File: config.mk
export PLATFORM = sky130hd
export DESIGN_NAME = csio_top
export DESIGN_NICKNAME = d
export VERILOG_FILES = /design/src/csio_pkg.sv /design/src/csio_top.sv
export VERILOG_INCLUDE_DIRS = /design/src
export SDC_FILE = /design/constraint.sdc
export NUM_CORES = 1
export LEC_CHECK = 0
export BUFFER_PORTS_ARGS = -buffer_cell sky130_fd_sc_hd__buf_2
export CAP_MARGIN = 20
export CORE_AREA = 8 8 140 142
export CTS_CLUSTER_SIZE = 28
export DETAILED_ROUTE_END_ITERATION = 8
export DIE_AREA = 0 0 148 150
export GPL_TIMING_DRIVEN = 0
export PLACE_DENSITY_LB_ADDON = 0.05
export SETUP_SLACK_MARGIN = 0.4
export SLEW_MARGIN = 10
export SYNTH_ARGS = -nofsm -noshare
export SYNTH_HDL_FRONTEND = slang
export SYNTH_SLANG_ARGS = --single-unit
File: constraint.sdc
create_clock -name clk_i -period 3.6 [get_ports clk_i]
set_input_delay 0.18 -clock clk_i [delete_from_list [all_inputs] [get_ports clk_i]]
set_output_delay 0.18 -clock clk_i [all_outputs]
set_load 0.02 [all_outputs]
File: src/csio_params.svh
`ifndef CSIO_PARAMS_SVH
`define CSIO_PARAMS_SVH
// Register offsets
`define CSIO_A_CTL1 4'h0
`define CSIO_A_CTL2 4'h1
`define CSIO_A_STAT 4'h2
`define CSIO_A_BUF_BIT 3
// serial_control_one fields
`define CSIO_RUN_BIT 7
`define CSIO_ABORT_BIT 6
`define CSIO_MODE_MSB 5
`define CSIO_MODE_LSB 3
`define CSIO_CLK_MSB 2
`define CSIO_CLK_LSB 0
// serial_control_two fields
`define CSIO_DIVSEL_BIT 7
`define CSIO_CNT_MSB 2
`define CSIO_CNT_LSB 0
// serial_status_reg fields
`define CSIO_ST_ACTIVE 0
`define CSIO_ST_SHIFT 1
// Clock source codes
`define CSIO_CLK_EXT 3'h7
`define CSIO_CLK_SLOW 3'h0
// Half periods of the internal serial clock, in clk_i cycles or slow ticks
`define CSIO_HALF_0 12'h800
`define CSIO_HALF_0_SLOW 12'h010
`define CSIO_HALF_1 12'h080
`define CSIO_HALF_2 12'h040
`define CSIO_HALF_3 12'h020
`define CSIO_HALF_4 12'h010
`define CSIO_HALF_5 12'h008
// Word shape
`define CSIO_LAST_BIT8 3'h7
`define CSIO_LAST_BIT4 3'h3
`define CSIO_DUMMY 8'hff
`define CSIO_RESET_MODE 3'h0
`endif

File: src/csio_pkg.sv
package csio_pkg;
  typedef enum logic [2:0] {
    CSIO_TX8 = 3'b000,
    CSIO_TX4 = 3'b010,
    CSIO_TRX8 = 3'b100,
    CSIO_RX8 = 3'b101,
    CSIO_RX4 = 3'b110
  } csio_mode_t;
  typedef enum logic [1:0] {
    CSIO_IDLE = 2'b00,
    CSIO_SHIFT = 2'b01,
    CSIO_HOLD = 2'b10
  } csio_state_t;
endpackage

File: src/csio_top.sv
`timescale 1ns/1ps
`include "csio_params.svh"

module csio_top
  import csio_pkg::*;
#(
  parameter int DEPTH = 8
)
(
  // Clock and reset
  input wire logic clk_i,
  input wire logic rst_i,
  // Register port
  input wire logic [3:0] addr_i,
  input wire logic [7:0] wdata_i,
  input wire logic wr_i,
  input wire logic rd_i,
  output logic [7:0] rdata_o,
  // Serial pins
  input wire logic sck_i,
  output logic sck_o,
  output logic sck_oe_n_o,
  input wire logic si_i,
  output logic so_o,
  // Slow clock tick and completion event
  input wire logic lf_tick_i,
  output logic serial_done_irq_o
);

  ////////////////////////////////////////////////////////////////////////////
  logic run_r;
  logic divsel_r;
  csio_mode_t mode_r;
  logic [2:0] clksel_r;
  logic [2:0] cnt_r;
  csio_state_t state_r;
  logic [7:0] buf_r [DEPTH];
  logic [7:0] txsh_r;
  logic [7:0] rxsh_r;
  logic [2:0] bit_r;
  logic [2:0] widx_r;
  logic svc_r;
  logic dummy_r;
  logic sck_r;
  logic so_r;
  logic sckprev_r;
  logic irq_r;
  logic [11:0] div_r;
  logic [7:0] rdata_r;
  logic [11:0] half;

  wire ext = clksel_r == `CSIO_CLK_EXT;
  wire is_tx = mode_r == CSIO_TX8 || mode_r == CSIO_TX4 || mode_r == CSIO_TRX8;
  wire is_rx = mode_r == CSIO_TRX8 || mode_r == CSIO_RX8 || mode_r == CSIO_RX4;
  wire four = mode_r == CSIO_TX4 || mode_r == CSIO_RX4;
  wire wr_c1 = wr_i && addr_i == `CSIO_A_CTL1;
  wire wr_c2 = wr_i && addr_i == `CSIO_A_CTL2;
  wire wr_buf = wr_i && addr_i[`CSIO_A_BUF_BIT];
  wire rd_buf = rd_i && addr_i[`CSIO_A_BUF_BIT];
  wire abort = wr_c1 && wdata_i[`CSIO_ABORT_BIT];
  wire start = state_r == CSIO_IDLE && wr_c1 && wdata_i[`CSIO_RUN_BIT] && !abort;
  wire [2:0] new_mode = wdata_i[`CSIO_MODE_MSB:`CSIO_MODE_LSB];
  // Any entry counts, even one outside the word range
  wire svc_set = (wr_buf && is_tx) || (rd_buf && !is_tx);
  wire [2:0] last_bit = four ? `CSIO_LAST_BIT4 : `CSIO_LAST_BIT8;

  ////////////////////////////////////////////////////////////////////////////
  // Serial clock source
  always_comb
  begin
    unique case (clksel_r)
      3'h0: half = divsel_r ? `CSIO_HALF_0_SLOW : `CSIO_HALF_0;
      3'h1: half = `CSIO_HALF_1;
      3'h2: half = `CSIO_HALF_2;
      3'h3: half = `CSIO_HALF_3;
      3'h4: half = `CSIO_HALF_4;
      3'h5: half = `CSIO_HALF_5;
      default: half = `CSIO_HALF_5;
    endcase
  end

  wire tick = (clksel_r == `CSIO_CLK_SLOW && divsel_r) ? lf_tick_i : 1'b1;
  wire running = state_r == CSIO_SHIFT && !ext;
  wire div_hit = running && tick && div_r == half - 12'h001;
  // Pin is taken as synchronous; wide external pulses keep one event per edge
  wire ext_on = ext && state_r == CSIO_SHIFT;
  wire fall_ev = ext ? (ext_on && sckprev_r && !sck_i) : (div_hit && sck_r);
  wire rise_ev = ext ? (ext_on && !sckprev_r && sck_i) : (div_hit && !sck_r);
  wire word_end = rise_ev && bit_r == last_bit;
  wire blk_end = word_end && widx_r == cnt_r;
  wire blk_start_fall = fall_ev && bit_r == 3'h0 && widx_r == 3'h0;
  wire ext_dummy = ext && is_tx && blk_start_fall && !svc_r;
  wire rx_cancel = word_end && is_rx && ext && widx_r == 3'h0 && !svc_r;
  wire rx_store = word_end && is_rx && !rx_cancel;
  wire finish = word_end && ((!run_r && (!is_tx || widx_r == cnt_r)) || dummy_r || rx_cancel);
  wire [7:0] rx_word = four ? {4'h0, si_i, rxsh_r[7:5]} : {si_i, rxsh_r[7:1]};
  wire [7:0] tx_src = ext_dummy ? `CSIO_DUMMY : buf_r[widx_r];

  always_ff @(posedge clk_i or posedge rst_i)
  begin
    if (rst_i)
    begin
      div_r <= 12'h000;
      sck_r <= 1'b1;
    end
    else if (!running)
    begin
      div_r <= 12'h000;
      sck_r <= 1'b1;
    end
    else if (tick)
    begin
      if (div_hit)
      begin
        div_r <= 12'h000;
        sck_r <= !sck_r;
      end
      else
      begin
        div_r <= div_r + 12'h001;
      end
    end
  end

  always_ff @(posedge clk_i or posedge rst_i)
  begin
    if (rst_i)
      sckprev_r <= 1'b1;
    else
      sckprev_r <= sck_i;
  end

  ////////////////////////////////////////////////////////////////////////////
  // Control registers
  always_ff @(posedge clk_i or posedge rst_i)
  begin
    if (rst_i)
    begin
      run_r <= 1'b0;
      mode_r <= CSIO_TX8;
      clksel_r <= 3'h0;
    end
    else if (wr_c1)
    begin
      run_r <= wdata_i[`CSIO_RUN_BIT] && !abort;
      mode_r <= csio_mode_t'(new_mode);
      clksel_r <= wdata_i[`CSIO_CLK_MSB:`CSIO_CLK_LSB];
    end
    else if (finish)
    begin
      run_r <= 1'b0;
    end
  end

  // Count may change anytime; a stop first is software's duty
  always_ff @(posedge clk_i or posedge rst_i)
  begin
    if (rst_i)
    begin
      divsel_r <= 1'b0;
      cnt_r <= 3'h0;
    end
    else if (wr_c2)
    begin
      divsel_r <= wdata_i[`CSIO_DIVSEL_BIT];
      cnt_r <= wdata_i[`CSIO_CNT_MSB:`CSIO_CNT_LSB];
    end
  end

  ////////////////////////////////////////////////////////////////////////////
  // Transfer sequencing
  always_ff @(posedge clk_i or posedge rst_i)
  begin
    if (rst_i)
      state_r <= CSIO_IDLE;
    else if (abort)
      state_r <= CSIO_IDLE;
    else
    begin
      unique case (state_r)
        CSIO_IDLE:
          if (start)
            state_r <= CSIO_SHIFT;
        CSIO_SHIFT:
          if (finish)
            state_r <= CSIO_IDLE;
          else if (blk_end && !ext && !(svc_r || svc_set))
            state_r <= CSIO_HOLD;
        CSIO_HOLD:
          if (!run_r)
            state_r <= CSIO_IDLE;
          else if (svc_r)
            state_r <= CSIO_SHIFT;
        default:
          state_r <= CSIO_IDLE;
      endcase
    end
  end

  // Service seen since the last block end; a new event beats the clear
  always_ff @(posedge clk_i or posedge rst_i)
  begin
    if (rst_i)
      svc_r <= 1'b0;
    else if (start)
      // Internal: preloaded data is this block, so a wait still needs fresh service
      svc_r <= wdata_i[`CSIO_CLK_MSB:`CSIO_CLK_LSB] == `CSIO_CLK_EXT;
    else
      svc_r <= svc_set || (svc_r && !blk_end && state_r != CSIO_HOLD);
  end

  always_ff @(posedge clk_i or posedge rst_i)
  begin
    if (rst_i)
    begin
      bit_r <= 3'h0;
      widx_r <= 3'h0;
    end
    else if (state_r == CSIO_IDLE)
    begin
      bit_r <= 3'h0;
      widx_r <= 3'h0;
    end
    else if (rise_ev)
    begin
      if (bit_r == last_bit)
      begin
        bit_r <= 3'h0;
        widx_r <= (widx_r == cnt_r) ? 3'h0 : widx_r + 3'h1;
      end
      else
      begin
        bit_r <= bit_r + 3'h1;
      end
    end
  end

  ////////////////////////////////////////////////////////////////////////////
  // Shift paths
  always_ff @(posedge clk_i or posedge rst_i)
  begin
    if (rst_i)
    begin
      so_r <= 1'b1;
      txsh_r <= 8'h00;
    end
    else if (state_r == CSIO_IDLE)
    begin
      so_r <= 1'b1;
    end
    else if (fall_ev && is_tx)
    begin
      if (bit_r == 3'h0)
      begin
        so_r <= tx_src[0];
        txsh_r <= {1'b0, tx_src[7:1]};
      end
      else
      begin
        so_r <= txsh_r[0];
        txsh_r <= {1'b0, txsh_r[7:1]};
      end
    end
  end

  always_ff @(posedge clk_i or posedge rst_i)
  begin
    if (rst_i)
      dummy_r <= 1'b0;
    else if (state_r == CSIO_IDLE)
      dummy_r <= 1'b0;
    else if (ext_dummy)
      dummy_r <= 1'b1;
  end

  always_ff @(posedge clk_i or posedge rst_i)
  begin
    if (rst_i)
      rxsh_r <= 8'h00;
    else if (rise_ev && is_rx)
      rxsh_r <= {si_i, rxsh_r[7:1]};
  end

  // Buffer entries; mode change wipes them, received words beat software
  generate
    for (genvar i = 0; i < DEPTH; i++)
    begin : g_ent
      always_ff @(posedge clk_i or posedge rst_i)
      begin
        if (rst_i)
          buf_r[i] <= 8'h00;
        else if (wr_c1 && new_mode != mode_r)
          buf_r[i] <= 8'h00;
        else if (rx_store && widx_r == 3'(i))
          buf_r[i] <= rx_word;
        else if (wr_buf && addr_i[2:0] == 3'(i))
          buf_r[i] <= wdata_i;
      end
    end
  endgenerate

  ////////////////////////////////////////////////////////////////////////////
  // Completion event and read port
  always_ff @(posedge clk_i or posedge rst_i)
  begin
    if (rst_i)
      irq_r <= 1'b0;
    else
      irq_r <= blk_end && !rx_cancel;
  end

  always_ff @(posedge clk_i or posedge rst_i)
  begin
    if (rst_i)
      rdata_r <= 8'h00;
    else if (rd_i && addr_i == `CSIO_A_STAT)
      rdata_r <= {6'h00, state_r == CSIO_SHIFT, state_r != CSIO_IDLE};
    else if (rd_buf)
      rdata_r <= buf_r[addr_i[2:0]];
    else
      rdata_r <= 8'h00;
  end

  assign rdata_o = rdata_r;
  assign sck_o = sck_r;
  assign sck_oe_n_o = ext;
  assign so_o = so_r;
  assign serial_done_irq_o = irq_r;
endmodule

# Yosys cells after proc, flatten, opt, wreduce, memory -nomap -nowiden
# Index checks and enable logic that the tools add are counted.
# W data, S select, Z words.
[totals] regBits=125 in_bits=19 output_inout_bits=12 word_cells=250
[op_classes] addsub=4 magnitude_cmp=2 eq_ne=38 mux=69 bitwise=3 reduce_logical=108
[op_table] cell="$mux W8" count=32
[op_table] cell="$logic_and A1 B1 Y1" count=61
[op_table] cell="$pmux W12 S5" count=1
[op_table] cell="$bmux W8 S3" count=2
[op_table] cell="$mux W12" count=4
[op_table] cell="$eq A3 B3 Y1 const B" count=14
[op_table] cell="$mux W3" count=8
[op_table] cell="$reduce_bool A3 Y1" count=8
[op_table] cell="$eq A3 B2 Y1 const B" count=7
[op_table] cell="$logic_not A3 Y1" count=5
[op_table] cell="$mux W1" count=14
[op_table] cell="$add A12 B1 Y12 const B" count=1
[op_table] cell="$eq A12 B12 Y1" count=1
[op_table] cell="$mux W2" count=6
[op_table] cell="$reduce_bool A2 Y1" count=6
[op_table] cell="$sub A12 B1 Y12 const B" count=1
[op_table] cell="$logic_not A1 Y1" count=11
[op_table] cell="$logic_or A1 B1 Y1" count=11
[op_table] cell="$eq A3 B1 Y1 const B" count=3
[op_table] cell="$ge A4 B4 Y1 const B" count=2
[op_table] cell="$ne A4 B4 Y1 const B" count=2
[op_table] cell="$not A3 Y4" count=2
[op_table] cell="$mux W7" count=1
[op_table] cell="$add A3 B1 Y3 const B" count=2
[op_table] cell="other kinds (15)" count=19

# Depth between registers and ports, before layout
[logic_depth] depth_word=17 mapped_depth=12 depth_no_buf=9

# Worst setup path before layout
# OpenSTA, ideal clock, no wires.
[synth_path] path_kind="reg-to-reg" from="register clksel_r[1]" to="register rxsh_r[1]" setup_ns=0.127 t_arrival_ns=2.590 t_required_ns=3.473 slack_ns=0.883 stages_incl_launch_ff=12 path_buffers=3 synth_period_minus_slack_ns=2.717 cell_sequence="dfrtp_1 > buf_4 > nor2_1 > and2_1 > ha_1 > xor2_1 > and4b_1 > o2111ai_2 > o31a_4 > buf_6 > buf_4 > mux2_1"
[synth_via] elab_chain_cells=8 word_cells_on_any_way=21 cone_classes="add/sub: 1; eq/ne: 6; mux: 3; reduce/logical: 11"
[synth_rtl] element="start: declaration" line="csio_top.sv:34" rtl="logic [2:0] clksel_r;"
[synth_rtl] element="start signal: assignment" line="csio_top.sv:147" rtl="clksel_r <= wdata_i[`CSIO_CLK_MSB:`CSIO_CLK_LSB];"
[synth_rtl] element="$eq A3 B3 Y1, or another cell as far along" line="csio_top.sv:71" rtl="unique case (clksel_r)"
[synth_rtl] element="$pmux W12 S5, or another cell as far along" line="csio_top.sv:71"
[synth_rtl] element="$sub A12 B1 Y12, or another cell as far along" line="csio_top.sv:84" rtl="wire div_hit = running && tick && div_r == half - 12'h001;"
[synth_rtl] element="$eq A12 B12 Y1 / $logic_and A1 B1 Y1 (equally long branches)" line="csio_top.sv:84"
[synth_rtl] element="$logic_and A1 B1 Y1" line="csio_top.sv:84"
[synth_rtl] element="$logic_and A1 B1 Y1" line="csio_top.sv:88" rtl="wire rise_ev = ext ? (ext_on && !sckprev_r && sck_i) : (div_hit && !sck_r);"
[synth_rtl] element="$mux W1 *" line="csio_top.sv:88"
[synth_rtl] element="$logic_and A1 B1 Y1 *" line="csio_top.sv:280" rtl="else if (rise_ev && is_rx)"
[synth_rtl] element="end signal: assignment" line="csio_top.sv:281" rtl="rxsh_r <= {si_i, rxsh_r[7:1]};"
[synth_rtl] element="end: declaration" line="csio_top.sv:39" rtl="logic [7:0] rxsh_r;"
# Mark *: on every way between the ends. The rest lies on a longest branch, timed or not.
# A chain may end at the register's enable or synchronous reset.

# Worst setup path in the final report
[layout_path] from="register clksel_r[1]" to="register buf_r[13] in the netlist's numbering"
[layout_via] elab_chain_cells=17 word_cells_on_any_way=31 cone_classes="add/sub: 1; eq/ne: 6; mux: 5; reduce/logical: 19"
[layout_rtl] element="$eq A3 B3 Y1, or another cell as far along" line="csio_top.sv:71"
[layout_rtl] element="$pmux W12 S5, or another cell as far along" line="csio_top.sv:71"
[layout_rtl] element="$sub A12 B1 Y12, or another cell as far along" line="csio_top.sv:84"
[layout_rtl] element="$eq A12 B12 Y1 / $logic_and A1 B1 Y1 (equally long branches)" line="csio_top.sv:84"
[layout_rtl] element="$logic_and A1 B1 Y1" line="csio_top.sv:84"
[layout_rtl] element="$logic_and A1 B1 Y1" line="csio_top.sv:88"
[layout_rtl] element="$mux W1" line="csio_top.sv:88"
[layout_rtl] element="$logic_and A1 B1 Y1" line="csio_top.sv:89" rtl="wire word_end = rise_ev && bit_r == last_bit;"
[layout_rtl] element="$logic_and A1 B1 Y1" line="csio_top.sv:93, csio_top.sv:94"
[layout_rtl] element="$logic_and A1 B1 Y1 (3 in a row)" line="csio_top.sv:93" rtl="wire rx_cancel = word_end && is_rx && ext && widx_r == 3'h0 && !svc_r;"
[layout_rtl] element="$logic_not A1 Y1" line="csio_top.sv:94" rtl="wire rx_store = word_end && is_rx && !rx_cancel;"
[layout_rtl] element="$logic_and A1 B1 Y1 *" line="csio_top.sv:94"
[layout_rtl] element="$logic_and A1 B1 Y1 *" line="csio_top.sv:294" rtl="else if (rx_store && widx_r == 3'(i))"
[layout_rtl] element="$mux W8" line="csio_top.sv:294"
[layout_rtl] element="$mux W8" line="csio_top.sv:292" rtl="else if (wr_c1 && new_mode != mode_r)"
[layout_rtl] element="end signal: indexed assignment" line="csio_top.sv:295" rtl="buf_r[i] <= rx_word;"
[layout_rtl] element="end signal: indexed assignment" line="csio_top.sv:297" rtl="buf_r[i] <= wdata_i;"
[layout_rtl] element="end: declaration" line="csio_top.sv:37" rtl="logic [7:0] buf_r [DEPTH];"
# Marks and branches as above.

==> results by group <==
Final layout
  – Finished Layout Cells: 1130
  – Area Overhead vs Synth: 16.20%
  – Count of inserted antenna diode cells: 0
  – # nets final: 917
  – Fillcell total: around 1700
  – Most common cell after layout, fill and taps aside: dfrtp_1
  – Most frequent cells in the layout: dfrtp_1 (120), o21ai_0 (113), nand2_1 (95)
  – Share of layout cells above drive strength 1: around 16%

Yosys
  – Syn Nets: 866
  – Cells taking the most area after synthesis: dfrtp_1 (39%), mux4_2 (9.4%), o21ai_0 (7.5%)
  – Asr flop ratio synth: 100.0%
  – Area share of the largest cell type after synthesis: between 30 and 40%
  – Sequential share of the synthesized area: 40.26%
  – Gate Count Post-Synth: roughly 840
  – Dominant cell type by area after synthesis: dfrtp_1
  – Synth warn: 0
  – Mean Syn Cell Area: roughly 9 um^2
  – Post-synth EDFFs: 0
  – Main synth FF type: dfrtp_1
  – Post-synth cell types: 63
  – #FFs+latches synth: between 100 and 150
  – Post-Syn Area: 7655 um^2

Critical path
  – Crit path to: buf_r[13]
  – Crit path launch type: flop
  – Worst R2R End: buf_r[13]
  – Worst path depth: 12
  – Crit path kind: reg -> reg
  – Critical Path RT: 3.89 ns
  – CP bufs+invs: 3
  – Worst Path Max Fanout: 10
  – RR Startpoint: clksel_r[1]
  – Crit path DAT: roughly 3.4 ns
  – R2R cell count: 12
  – Worst-path cell chain: buf_4 > nor2_2 > and2_1 > ha_1 > xor2_1 > and4b_1 > o2111ai_4 > o31a_4 > buf_6 > buf_1 > o21ai_0 > o21ai_1
  – Reg-to-reg slack, setup: 0.52 ns
  – Crit. End Element: flop
  – Critical Path Source: clksel_r[1]
  – Worst stage delay on the critical path: 0.46 ns
  – CP top delay family: compound AO/OA/AOI/OAI gates
  – Slowest cell on crit path: o31a_4

GRT
  – First-pass GRT wire length: approximately 40000 um
  – GRT met3 Usage: between 5 and 6%
  – Vias in the first global route: 6592
  – Met1 layer usage reported by global route: between 30% and 40%
  – Antenna violations before repair: 0
  – GR Layer Usage met2: 36.55%
  – Most used routing layer: met2
  – Largest net degree at the start of global routing: 36
  – Overflow after GRT: 0
  – Global Route Usage Sum: between 20% and 30%

Placed design
  – GPL Wtd Cong: 0.9321
  – DP HPWL: ~19000 um
  – Port bufs: 26
  – Placed insts: 1095

Timing
  – Final Skew: approximately 0.012 ns
  – Worst-Margin Slew: around 0.93 ns
  – Final hold violations: 0
  – Unrepaired setup endpoints after global routing: yes
  – Relative slew slack: between 30 and 40%
  – Setup TNS: 0 ns
  – Setup violations, final: 0
  – Fmax achieved: ~0.32 GHz
  – Final Cycle Share: between 80% and 90%
  – Min Tclk post-route: 3.078 ns
  – Final Slew Violations: 0

Route
  – Drt pass-1 iters: 5
  – Final antenna-violating net count: 0
  – Vias per inst: 6.118
  – Wire per inst: ~23 um
  – WL final: around 26000 um
  – Drt drc: 0
  – Initial DRC Count: 686
  – Vias: 6913

Clock tree
  – Htree depth: 4
  – Clk sinks: 123
  – Max Buffers Root-to-Sink: 2
  – CTS tree: done
  – Root buf cell: clkbuf_16
  – Clock Latency Late Sink: between 0.4 and 0.5 ns
  – Clk slew on worst S/H paths: approximately 0.060 ns
  – Num CTS Buffers: 17

Floorplan
  – Die ar.: between 20000 and 25000 um^2
  – Core footprint: around 18000 um^2
  – Rows: 49
  – Io pins: 31
  – Die X: about 150 um
  – Initial Utilization: a little over two fifths
  – Die height: 150 um

Power and ir drop
  – Final Power: roughly 5.4 mW
  – P_leak: 3.738 nW
  – PwrDens: ~610 nW/um^2
  – Max IR drop VDD: approximately 0.32 mV

Job
  – Max Cap Viol: 0

Status
  – Outcome: finished clean

Worst hold path
  – HP Class: in -> reg
  – Hold depth: 2
[registers in the layout (all words and copies together) (netlist names)]
| register | flops |
|---|---|
| so_o | 1 |
| buf_r | 64 |
| svc_r | 1 |
| widx_r | 3 |
| divsel_r | 1 |
| bit_r | 3 |
| clksel_r | 3 |
| txsh_r | 7 |
| rxsh_r | 7 |
| rdata_o | 8 |
| cnt_r | 3 |
| dummy_r | 1 |
| div_r | 12 |
| sckprev_r | 1 |
| state_r | 2 |
| sck_o | 1 |
| run_r | 1 |
| mode_r | 3 |
| serial_done_irq_o | 1 |
[where the power goes]
| part | internal, mW | total [mW] | leakage, nW | switching, mW |
|---|---|---|---|---|
| registers | 1.64 | 1.91 | 1.58 | 0.266 |
| clock network | 1.36 | 1.99 | 0.334 | 0.639 |
| logic | 0.687 | 1.54 | 1.82 | 0.856 |
| total | 3.68 | 5.44 | 3.74 | 1.76 |
[what timing repair did]
action / 4_1_cts / 5_1_grt
gates resized for setup: 3 / 12
hold buffers: 2 / 0
setup buffers: 0 / 1
endpoints found under the hold margin: 33 / 0
endpoints found under the setup margin: 16 / 79
pin swaps: 0 / 0
[worst register-to-register path, stage by stage, from the launching register on]
cell and delay, ns:
dfrtp_1 0.40, buf_4 0.19, nor2_2 0.15, and2_1 0.15, ha_1 0.23, xor2_1 0.17, and4b_1 0.27, o2111ai_4 0.20
o31a_4 0.46, buf_6 0.18, buf_1 0.22, o21ai_0 0.22, o21ai_1 0.10
[logic make-up (layout without fill, tap and decap cells)]
logic type      Yosys count  after routing  synth area share, %
buf+inv                  84            148                4.691
xor+xnor                 19             19                2.174
simple gates            238            238                14.24
compound gates          273            273                19.76
flops                   123            123                40.26
fa+ha+maj                10             10                1.635
mux                      90             90                17.24
[layer usage]
layer / share of wire [%] / vias to the layer above
met4: 3.1 / 0
met2: 45 / 323
met3: 8.3 / 44
met1: 43 / 3445
met5: 0 / -
li1: - / 3101
[layout make-up]
type                    count  area (um^2)  share of cell area, %
multi-input cells         630         4254                  47.83
flip-flops and latches    123         3082                  34.65
clock buffers              22        474.2                  5.331
plain buffers              64        290.3                  3.263
well taps                 229        286.5                  3.221
repair buffers             32        217.7                  2.448
clock inverters            10        211.5                  2.377
inverters                  20        78.83                 0.8862
[Yosys cell counts (all sizes together), types with 3 or more instances]
library cell  count
mux2i            43
nor2             66
o22ai             3
nand2b            8
or2               9
or3               4
dfrtp           120
o21ai           174
nand2            95
nor2b             4
buf              25
ha               10
and3              4
nand3            21
nor3              7
nand4             5
xor2              5
a21oi            57
inv              20
clkbuf           39
dfstp             3
xnor2            14
a21o              6
a31oi             9
o211ai            4
mux2             15
mux4             32
and2              3
[metrics by stage]
stage / worst slack (ns) / hold WS, ns / cell area (um^2) / utilization [%]
after global placement: 0.1909 / 0.3209 / 8075 / 46.05
after CTS: 0.4469 / 0.006767 / 8848 / 50.46
after floorplan: 0.8828 / 0.1845 / 7659 / -
after detailed placement: 0.1166 / 0.3181 / 8135 / 46.40
final: 0.5219 / 0.01319 / 8895 / 50.73
after global routing: 0.3698 / 0.01004 / 8895 / 50.73
[worst min-delay path by stage]
stage	startpoint	to	slack [ns]
after floorplan	sck_i	sckprev_r	0.18
after global placement	sck_i	sckprev_r	0.32
after detailed placement	sck_i	sckprev_r	0.32
after CTS	si_i	rxsh_r[7]	0.007
after global routing	si_i	rxsh_r[7]	0.01
final	si_i	rxsh_r[7]	0.01
Power figures use the tool's default switching activity.
